[src/core/fp_defines.svh]
`ifndef FP_DEFINES_SVH
`define FP_DEFINES_SVH

// APB register byte addresses
`define FP_ADDR_CTRL      12'h000
`define FP_ADDR_STATUS    12'h004
`define FP_ADDR_MASK      12'h008
`define FP_ADDR_LAMPS     12'h00C
`define FP_ADDR_INPUTS    12'h010

// Control fields
`define FP_CTRL_RST_EN    0
`define FP_CTRL_ABT_EN    1
`define FP_CTRL_LVL_LSB   4
`define FP_CTRL_LVL_MSB   6
`define FP_CTRL_RESET     32'h0000_0001

// Status and mask fields
`define FP_ST_ABORT       0
`define FP_ST_RESET       1
`define FP_ST_FAIL        2
`define FP_ST_W           3
`define FP_MASK_RESET     3'h0

// Processor halt encoding on the status lines
`define FP_PST_HALT       4'hF

// Debounce: stable time in us and derived cycles at 100 MHz
`define FP_CLK_MHZ        100
`define FP_DEB_US         10000
`define FP_DEB_CYCLES     (`FP_DEB_US * `FP_CLK_MHZ)

// Length of the reset pulse in cycles
`define FP_RST_CYCLES     16

`endif

[src/core/fp_pkg.sv]
package fp_pkg;
  typedef enum logic [2:0] {
    FP_BTN_IDLE = 3'b001,
    FP_BTN_HELD = 3'b010,
    FP_BTN_WAIT = 3'b100
  } fp_btn_state_t;

  typedef logic [6:0] fp_lamps_t;
endpackage

[src/core/fp_panel.sv]
// The address map and register access over APB were chosen for this implementation.
`include "fp_defines.svh"

module fp_panel #(
  parameter int unsigned DEB_CYCLES = `FP_DEB_CYCLES
) (
  input  wire logic        pclk,
  input  wire logic        presetn,
  input  wire logic        psel,
  input  wire logic        penable,
  input  wire logic        pwrite,
  input  wire logic [11:0] paddr,
  input  wire logic [31:0] pwdata,
  output logic      [31:0] prdata,
  output logic             pready,
  output logic             pslverr,
  input  wire logic        reset_button_n,
  input  wire logic        abort_button_n,
  input  wire logic        board_failure_flag,
  input  wire logic [3:0]  cpu_status,
  input  wire logic        transfer_in_progress_n,
  input  wire logic        sys_controller_role,
  input  wire logic        eth_bus_master,
  input  wire logic        vme_as_driven,
  input  wire logic        vme_local_master,
  input  wire logic        lan_power_ok,
  input  wire logic        disk_active,
  output logic             board_reset_n,
  output logic             sysreset_n,
  output logic             sysreset_oe_n,
  output logic             abort_irq,
  output logic [2:0]       abort_irq_level,
  output logic             irq,
  output logic             fail_lamp,
  output logic             status_lamp,
  output logic             run_lamp,
  output logic             system_controller_lamp,
  output logic             network_lamp,
  output logic             network_power_lamp,
  output logic             disk_lamp,
  output logic             backplane_lamp
);
  import fp_pkg::*;

  logic [31:0]   ctrl_reg;
  logic [31:0]   ctrl_next;
  logic [2:0]    status_reg;
  logic [2:0]    status_next;
  logic [2:0]    mask_reg;
  logic [2:0]    mask_next;
  logic [31:0]   prdata_reg;
  logic [31:0]   prdata_next;
  logic          pslverr_reg;
  logic          pslverr_next;
  fp_btn_state_t rst_state_reg;
  fp_btn_state_t rst_state_next;
  logic [4:0]    rst_cnt_reg;
  logic [4:0]    rst_cnt_next;
  logic          sysrst_reg;
  logic          sysrst_next;
  fp_lamps_t     lamp_reg;
  fp_lamps_t     lamp_next;
  logic [7:0]    in_s1_reg;
  logic [7:0]    in_s2_reg;
  logic [3:0]    pst_s1_reg;
  logic [3:0]    pst_s2_reg;
  logic          fail_prev_reg;
  logic          rst_held;
  logic          rst_press;
  logic          abt_press;
  logic          wr;
  logic          rd;
  logic          addr_ok;

  // Both buttons pass two flops then a stability counter
  fp_debounce #(.STABLE(DEB_CYCLES)) u_rst_deb (
    .pclk        (pclk),
    .presetn     (presetn),
    .raw_n       (reset_button_n),
    .pressed     (rst_held),
    .press_pulse (rst_press)
  );

  fp_debounce #(.STABLE(DEB_CYCLES)) u_abt_deb (
    .pclk        (pclk),
    .presetn     (presetn),
    .raw_n       (abort_button_n),
    .pressed     (),
    .press_pulse (abt_press)
  );

  // Board inputs are asynchronous to pclk: two flops each
  always_ff @(posedge pclk or negedge presetn) begin
    if (!presetn) begin
      in_s1_reg  <= 8'h00;
      in_s2_reg  <= 8'h00;
      pst_s1_reg <= 4'h0;
      pst_s2_reg <= 4'h0;
    end else begin
      in_s1_reg  <= {disk_active, lan_power_ok, vme_local_master,
                     vme_as_driven, eth_bus_master, sys_controller_role,
                     transfer_in_progress_n, board_failure_flag};
      in_s2_reg  <= in_s1_reg;
      pst_s1_reg <= cpu_status;
      pst_s2_reg <= pst_s1_reg;
    end
  end

  assign wr      = psel && penable && pwrite;
  assign rd      = psel && !penable && !pwrite;
  assign addr_ok = (paddr == `FP_ADDR_CTRL) || (paddr == `FP_ADDR_STATUS)
                || (paddr == `FP_ADDR_MASK) || (paddr == `FP_ADDR_LAMPS)
                || (paddr == `FP_ADDR_INPUTS);

  // Register file, sticky status with set winning over clear
  always_comb begin
    ctrl_next    = ctrl_reg;
    mask_next    = mask_reg;
    status_next  = status_reg;
    prdata_next  = prdata_reg;
    pslverr_next = 1'b0;
    if (wr && addr_ok) begin
      if (paddr == `FP_ADDR_CTRL) begin
        ctrl_next = pwdata & 32'h0000_0073;
      end else if (paddr == `FP_ADDR_STATUS) begin
        status_next = status_reg & ~pwdata[2:0];
      end else if (paddr == `FP_ADDR_MASK) begin
        mask_next = pwdata[2:0];
      end
    end
    if (psel && !penable) begin
      pslverr_next = !addr_ok;
    end
    if (rd) begin
      if (paddr == `FP_ADDR_CTRL) begin
        prdata_next = ctrl_reg;
      end else if (paddr == `FP_ADDR_STATUS) begin
        prdata_next = {29'h0, status_reg};
      end else if (paddr == `FP_ADDR_MASK) begin
        prdata_next = {29'h0, mask_reg};
      end else if (paddr == `FP_ADDR_LAMPS) begin
        prdata_next = {24'h0, backplane_lamp, disk_lamp, network_power_lamp,
                       network_lamp, system_controller_lamp, run_lamp,
                       status_lamp, fail_lamp};
      end else if (paddr == `FP_ADDR_INPUTS) begin
        prdata_next = {16'h0, pst_s2_reg, 3'h0, rst_held, in_s2_reg};
      end else begin
        prdata_next = 32'h0000_0000;
      end
    end
    // Abort counts only while enabled and stays until cleared
    if (abt_press && ctrl_reg[`FP_CTRL_ABT_EN]) begin
      status_next[`FP_ST_ABORT] = 1'b1;
    end
    if (rst_press && ctrl_reg[`FP_CTRL_RST_EN]) begin
      status_next[`FP_ST_RESET] = 1'b1;
    end
    if (in_s2_reg[0] && !fail_prev_reg) begin
      status_next[`FP_ST_FAIL] = 1'b1;
    end
  end

  always_ff @(posedge pclk or negedge presetn) begin
    if (!presetn) begin
      ctrl_reg      <= `FP_CTRL_RESET;
      mask_reg      <= `FP_MASK_RESET;
      status_reg    <= 3'h0;
      prdata_reg    <= 32'h0000_0000;
      pslverr_reg   <= 1'b0;
      fail_prev_reg <= 1'b0;
    end else begin
      ctrl_reg      <= ctrl_next;
      mask_reg      <= mask_next;
      status_reg    <= status_next;
      prdata_reg    <= prdata_next;
      pslverr_reg   <= pslverr_next;
      fail_prev_reg <= in_s2_reg[0];
    end
  end

  // Read data is captured in setup, so access completes in one cycle
  assign pready  = psel && penable;
  assign prdata  = prdata_reg;
  assign pslverr = pslverr_reg && psel && penable;

  assign irq             = |(status_reg & mask_reg);
  assign abort_irq       = status_reg[`FP_ST_ABORT];
  assign abort_irq_level = ctrl_reg[`FP_CTRL_LVL_MSB:`FP_CTRL_LVL_LSB];

  // Reset pulse: a fixed stretch, then wait for button release so a
  // long press does not retrigger
  always_comb begin
    rst_state_next = rst_state_reg;
    rst_cnt_next   = rst_cnt_reg;
    sysrst_next    = sysrst_reg;
    case (rst_state_reg)
      FP_BTN_IDLE: begin
        if (rst_press && ctrl_reg[`FP_CTRL_RST_EN]) begin
          rst_state_next = FP_BTN_HELD;
          rst_cnt_next   = 5'h00;
          sysrst_next    = in_s2_reg[2];
        end
      end
      FP_BTN_HELD: begin
        if (rst_cnt_reg == 5'(`FP_RST_CYCLES - 1)) begin
          rst_state_next = FP_BTN_WAIT;
          sysrst_next    = 1'b0;
        end else begin
          rst_cnt_next = rst_cnt_reg + 5'h01;
        end
      end
      FP_BTN_WAIT: begin
        if (!rst_held) begin
          rst_state_next = FP_BTN_IDLE;
        end
      end
      default: begin
        rst_state_next = FP_BTN_IDLE;
      end
    endcase
  end

  always_ff @(posedge pclk or negedge presetn) begin
    if (!presetn) begin
      rst_state_reg <= FP_BTN_IDLE;
      rst_cnt_reg   <= 5'h00;
      sysrst_reg    <= 1'b0;
    end else begin
      rst_state_reg <= rst_state_next;
      rst_cnt_reg   <= rst_cnt_next;
      sysrst_reg    <= sysrst_next;
    end
  end

  // Active low outputs; open-drain backplane line enabled low
  assign board_reset_n = !(rst_state_reg == FP_BTN_HELD);
  assign sysreset_n    = 1'b0;
  assign sysreset_oe_n = !sysrst_reg;

  // Lamps registered from the synchronised inputs
  always_comb begin
    lamp_next    = lamp_reg;
    lamp_next[0] = in_s2_reg[0];
    lamp_next[1] = (pst_s2_reg == `FP_PST_HALT);
    lamp_next[2] = !in_s2_reg[1];
    lamp_next[3] = in_s2_reg[2];
    lamp_next[4] = in_s2_reg[3];
    lamp_next[5] = in_s2_reg[4] || in_s2_reg[5];
    lamp_next[6] = in_s2_reg[7];
  end

  always_ff @(posedge pclk or negedge presetn) begin
    if (!presetn) begin
      lamp_reg <= 7'h00;
    end else begin
      lamp_reg <= lamp_next;
    end
  end

  // Eight lamps; the power lamp follows its sense line
  assign fail_lamp              = lamp_reg[0];
  assign status_lamp            = lamp_reg[1];
  assign run_lamp               = lamp_reg[2];
  assign system_controller_lamp = lamp_reg[3];
  assign network_lamp           = lamp_reg[4];
  assign backplane_lamp         = lamp_reg[5];
  assign disk_lamp              = lamp_reg[6];
  assign network_power_lamp     = in_s2_reg[6];
endmodule

[src/core/fp_debounce.sv]
`include "fp_defines.svh"

module fp_debounce #(
  parameter int unsigned STABLE = 1000
) (
  input  wire logic pclk,
  input  wire logic presetn,
  input  wire logic raw_n,
  output logic      pressed,
  output logic      press_pulse
);
  logic [1:0]  sync_reg;
  logic [1:0]  sync_next;
  logic [31:0] cnt_reg;
  logic [31:0] cnt_next;
  logic        state_reg;
  logic        state_next;
  logic        pulse_reg;
  logic        pulse_next;
  logic        level;

  // Button is active low; sync_reg[0] is seen only by sync_reg[1]
  assign level = ~sync_reg[1];

  always_comb begin
    sync_next  = {sync_reg[0], raw_n};
    cnt_next   = cnt_reg;
    state_next = state_reg;
    pulse_next = 1'b0;
    if (level == state_reg) begin
      cnt_next = 32'h0000_0000;
    end else if (cnt_reg >= STABLE - 1) begin
      cnt_next   = 32'h0000_0000;
      state_next = level;
      pulse_next = level;
    end else begin
      cnt_next = cnt_reg + 32'h0000_0001;
    end
  end

  always_ff @(posedge pclk or negedge presetn) begin
    if (!presetn) begin
      sync_reg  <= 2'h3;
      cnt_reg   <= 32'h0000_0000;
      state_reg <= 1'b0;
      pulse_reg <= 1'b0;
    end else begin
      sync_reg  <= sync_next;
      cnt_reg   <= cnt_next;
      state_reg <= state_next;
      pulse_reg <= pulse_next;
    end
  end

  assign pressed     = state_reg;
  assign press_pulse = pulse_reg;
endmodule

[config.mk]
export PLATFORM = sky130hd
export DESIGN_NAME = fp_panel
export DESIGN_NICKNAME = d
export VERILOG_FILES = /design/src/core/fp_pkg.sv /design/src/core/fp_panel.sv /design/src/core/fp_debounce.sv
export VERILOG_INCLUDE_DIRS = /design/src /design/src/core
export SDC_FILE = /design/constraint.sdc
export NUM_CORES = 1
export LEC_CHECK = 0
export BUFFER_PORTS_ARGS = -buffer_cell sky130_fd_sc_hd__buf_2
export CAP_MARGIN = 5
export CORE_AREA = 10 10 129 131
export DETAILED_ROUTE_END_ITERATION = 10
export DIE_AREA = 0 0 139 141
export PLACE_DENSITY = 0.67
export SKIP_LAST_GASP = 1
export SYNTH_ARGS = -nofsm -noshare
export SYNTH_HDL_FRONTEND = slang
export SYNTH_HIERARCHICAL = 1
export SYNTH_SLANG_ARGS = --single-unit
[constraint.sdc]
create_clock -name pclk -period 2.2 [get_ports pclk]
set_clock_uncertainty 0.15 [all_clocks]
set_input_delay 0.44 -clock pclk [delete_from_list [all_inputs] [get_ports pclk]]
set_output_delay 0.44 -clock pclk [all_outputs]
set_load 0.01 [all_outputs]
**After elaboration in Yosys (flattened, before gate mapping)**

Cells that the tools add are included.

- Register bits after elaboration: 157
- RAM bits: 0
- Word-level logic and storage cells: 127
- Output and inout port bits: 50
- Bits in read-only memories: 0
- Memories: 0
- Bits in latches: 0

- Magnitude comparators: 2
- Reductions and logical operators: 41
- Shift-type cells: 0
- Multiplexer cells: 30
- Div/mod/pow operators: 0
- $mul: 0
- Bitwise operators: 9
- $add $sub $neg: 3
- Equal/unequal tests: 18

Operator list:

| operator | number |
|---|---|
| 2-to-1 mux 32 bit | 4 |
| 2-to-1 mux 16 bit | 5 |
| adder 32 x 1 -> 32 bit (second input constant) | 2 |
| greater-or-equal comparator 32 x 20 -> 1 bit (second input constant) | 2 |
| equality test 12 x 4 -> 1 bit (second input constant) | 2 |
| 2-to-1 mux 3 bit | 6 |
| AND reduction 3 bit | 6 |
| nonzero test 2 bit | 7 |
| equality test 12 x 3 -> 1 bit (second input constant) | 1 |
| equality test 12 x 5 -> 1 bit (second input constant) | 1 |
| logical NOT 12 bit | 1 |
| logical AND 1 bit | 10 |
| 2-to-1 mux 1 bit | 10 |
| 2-to-1 mux 5 bit | 2 |
| case mux 5 bit (2 select lines) | 1 |
| case mux 3 bit (3 select lines) | 1 |
| inequality test 2 bit (second input constant) | 4 |
| logical NOT 1 bit | 7 |
| AND 3 bit | 2 |
| inequality test 2 x 1 -> 1 bit (second input constant) | 3 |
| inverter 1 bit | 6 |
| AND reduction 2 bit | 3 |
| adder 5 x 1 -> 5 bit (second input constant) | 1 |
| equality test 5 x 4 -> 1 bit (second input constant) | 1 |
| other kinds (10) | 15 |

**Longest topological paths before layout**

- Word-level depth: 8
- Depth in mapped cells: 7
- Mapped depth without buffers: 7

**Cells and area by module**

Netlist, hierarchy kept.

By module, submodules not included:

| module | area an instance (um^2) | instances | sequential area each (um^2) | cells an instance |
|---|---|---|---|---|
| fp_panel | 2716.4 | 1 | 1629.1 | 217 |
| fp_debounce (u_rst_deb) | 1524.0 | 1 | 903.4 | 130 |
| fp_debounce (u_abt_deb) | 1517.7 | 1 | 903.4 | 130 |

**Worst setup path before layout**

OpenSTA, ideal clock, no wires.

- Path kind: flip-flop to flip-flop
- Start: reg rst_cnt_reg[0]
- End: reg rst_cnt_reg[0]
- Setup time: 125 ps
- Cell stages (with the launch flop): 7
- Slack: 14 ps
- Required time: 1925 ps
- Clock period less this slack: 2186 ps
- Arrival time: 1912 ps
- Cells stage by stage: dfrtp_1 -> ha_1 -> and3_1 -> ha_1 -> nor4b_1 -> nor2_1 -> mux2_2

- Longest elaborated chain between the ends: 3
- Elaborated cells on any way between the ends: 6
- Those cells by class: add/sub: 1; eq/ne: 2; mux: 2; reduce/logical: 1

Ends and longest elaborated chain:

| element | RTL line | RTL |
|---|---|---|
| start, declared | fp_panel.sv:57 | `logic [4:0] rst_cnt_reg;` |
| start signal, assigned | fp_panel.sv:230 | `rst_cnt_reg <= rst_cnt_next;` |
| adder 5 x 1 -> 5 bit or equality test 5 x 4 -> 1 bit (tied branches) | fp_panel.sv:209, fp_panel.sv:205 |  |
| 2-to-1 mux 5 bit or inequality test 2 bit (tied branches) | n/a |  |
| case mux 5 bit (2 select lines) or AND reduction 3 bit (tied branches) | n/a |  |

Several ways; a longest one is shown, not always the timed one. The select of a mux whose other input is x is not followed.
A chain may end at the register's enable or synchronous reset.

**Worst setup path in the final report**

- Start: reg rst_state_reg[2]
- End: out board_reset_n

- Longest elaborated chain between the ends: 2

Ends and longest elaborated chain:

| element | RTL line | RTL |
|---|---|---|
| start, declared | fp_panel.sv:55 | `fp_btn_state_t rst_state_reg;` |
| start signal, assigned | fp_panel.sv:229 | `rst_state_reg <= rst_state_next;` |
| equality test 3 x 2 -> 1 bit | fp_panel.sv:236 | `assign board_reset_n = !(rst_state_reg == FP_BTN_HELD);` |
| logical NOT 1 bit | fp_panel.sv:236 |  |
| end, declared | fp_panel.sv:28 | `output logic board_reset_n,` |

Every way passes these cells.

==> flow_summary.json <==
{
  "yosys-top-cells-area": "dfrtp_1, xor2_1, buf_4",
  "crit_required_ns": 1.61,
  "synth_edf_count": 0,
  "grtUsageTotal": 0.117,
  "p_comb_frac": 0.039,
  "fin_crit_sh": 0.974,
  "sw_frac_of_total": 0.229,
  "cts_made_buffers": 17,
  "drive_gt1_frac": 0.271,
  "fmax_mhz": 466,
  "total_leakage_power_uw": 0.00320,
  "post-synth-top-area-cell": "dfrtp_1",
  "outcome": "completed",
  "final_common_cell": "dfrtp_1",
  "grt_pass1_wl_um": 19100,
  "syn_inst": 477,
  "rsz0062_at_grt": "no",
  "cp_slowest_cell": "dfrtp_2",
  "async_reset_ff_frac": 1.00,
  "routedWlPerCell_um": 14.6,
  "num_rows": 44,
  "syn_area_um2": 5760,
  "yosysSeqAreaShare": 0.597,
  "cts_root_buffer": "clkbuf_16",
  "synth_cell_type_count": 66,
  "tightest_slew_ns": 0.632,
  "clk-insertion-delay-late_ns": 0.41,
  "hp-class": "input pin to flop",
  "synth_warnings": 6,
  "die_area_um2": 19600,
  "antenna_found_initial": 0,
  "critPathKind": "flop to primary output",
  "grt_max_degree": 85,
  "start_util": 0.405,
  "nNetsFinal": 663,
  "crit_buf_inv": 1,
  "drt_iter0_drc": 202,
  "via_count": 3883,
  "chipWidth_um": 139,
  "clockBufferDepth": 2,
  "p_seq_frac": 0.474,
  "dp_cells": 747,
  "vias_per_cell": 4.90,
  "place_congestion": 0.830,
  "drc": 0,
  "fin_crit_ns": 2.14,
  "slew_headroom": 0.579,
  "io_buffers": 66,
  "cp.arrival_ns": 1.55,
  "finalPower_uw": 5510,
  "fin_tns_setup_ns": 0,
  "cts_tree": "done",
  "p_clk_frac": 0.486,
  "hold_violations": 0,
  "syn2layout_area_growth_pct": 22.2,
  "ant_nets": 0,
  "p_switching_uw": 1260,
  "die_h_um": 141,
  "critPathMaxFanout": 6,
  "slew_violations": 0,
  "routed_wl_um": 11500,
  "first_global_vias": 3969,
  "finalNonFillerCells": 793,
  "syn_avg_cell_area_um2": 12.1,
  "diodes": 0,
  "firstDrtPassIters": 5,
  "final_core_util": 0.495,
  "critPathLaunchType": "flop",
  "ir_worst_vdd_mv": 0.652,
  "global_route.overflow_total": 0,
  "end_kind": "primary output",
  "crit_family": "simple AND/OR/NAND/NOR gates",
  "coreArea_um2": 14200,
  "synth_top_area_frac": 0.569,
  "final_cell_mix": "dfrtp_1, buf_2, conb_1, nor2_1, nand2_1",
  "maxCapViolCount": 0,
  "dp_hpwl_um": 8190,
  "worstPathCellList": "or2b_1 > or2_2 > buf_2",
  "ys_ff_latch": 137,
  "internal_power_uw": 4250,
  "clk_pin_slew_ns": 0.06,
  "synthFlopType": "dfrtp_1",
  "h-tree-depth": 4,
  "pwr_density_cell_nw_per_um2": 783,
  "slowest_delay_ns": 0.44,
  "ioPinCount": 113,
  "numClockSinks": 137,
  "finalSetupViolCount": 0
}
==> worst register-to-register path, delay by kind of cell, from the launching register on <==
kind | cells | cell delay, ns
AND/OR/NAND/NOR | 3 | 0.52
buffers and inverters | 1 | 0.18
adder cells (fa/ha/maj) | 2 | 0.40
multiplexers | 1 | 0.26
flip-flops | 1 | 0.40
==> synth_stat cells, types with 12 or more instances <==
cell type and n:
nand4_1 12, o21ai_0 13, inv_1 14, dfrtp_1 131, nand2_1 33, nand3_1 13
buf_4 23, nor2_2 17, xor2_1 21, nor2_1 42, xnor2_1 19
==> power groups by stage <==
| stage | clock network (uW) | registers [uW] | logic (uW) |
|---|---|---|---|
| floorplan | 0 | 2650 | 102 |
| global placement | 0 | 2650 | 194 |
| detailed placement | 0 | 2660 | 198 |
| CTS | 2740 | 2610 | 219 |
| global route | 2850 | 2620 | 247 |
| finish | 2680 | 2610 | 217 |
==> final cells by class <==
cell class	count	area (um2)
clock inverter	14	136
fill	1254	7170
multi-input combinational	337	2200
timing repair buffer	89	553
inverter	14	52.6
sequential	137	3440
clock buffer	18	429
tap	184	230
==> per-stage QoR <==
stage	area, um2	setup WS, ns	hold WS (ns)
global placement	6330	0.146	0.185
floorplan	5910	0.0137	-0.00559
CTS	7030	0.0310	0.00747
finish	7040	0.0562	0.0216
global route	7040	0.00309	0.00779
detailed placement	6330	0.120	0.185
==> metal layers <==
metal / up-vias / part of all wire / GRT usage
li1: 1824 / - / -
met1: 1952 / 0.45 / 0.141
met2: 99 / 0.49 / 0.192
met3: 8 / 0.049 / 0.0329
met4: 0 / 0.011 / 0.0511
met5: - / 0 / 0
==> timing repair <==
item | in CTS | in global routing
endpoints found under the setup margin | 0 | 1
hold endpoints to repair | 95 | 0
buffers inserted | 0 | 0
hold buffers | 14 | 0
gates resized for setup | 0 | 2
==> logic make-up after synthesis <==
| family | synth area share |
|---|---|
| compound gates | 0.0611 |
| xor+xnor | 0.0608 |
| fa+ha+maj | 0.00869 |
| buf+inv | 0.0485 |
| flops | 0.597 |
| mux | 0.0337 |
| other cells | 0.00196 |
| simple gates | 0.189 |
==> final timing paths <==
kind	from	endpoint	slack [ns]	depth (start not counted)
min in group asynchronous	presetn	rst_cnt_reg[1]	0.45	3
max reg2reg	rst_cnt_reg[0]	rst_cnt_reg[0]	0.16	7
min	lan_power_ok	in_s1_reg[6]	0.02	1
min reg2reg	in_s1_reg[3]	in_s2_reg[3]	0.19	0
max	rst_state_reg[2]	board_reset_n	0.06	3
max in group asynchronous	presetn	u_rst_deb/cnt_reg[11]	0.90	3
(Power assumes the default switching activity.)
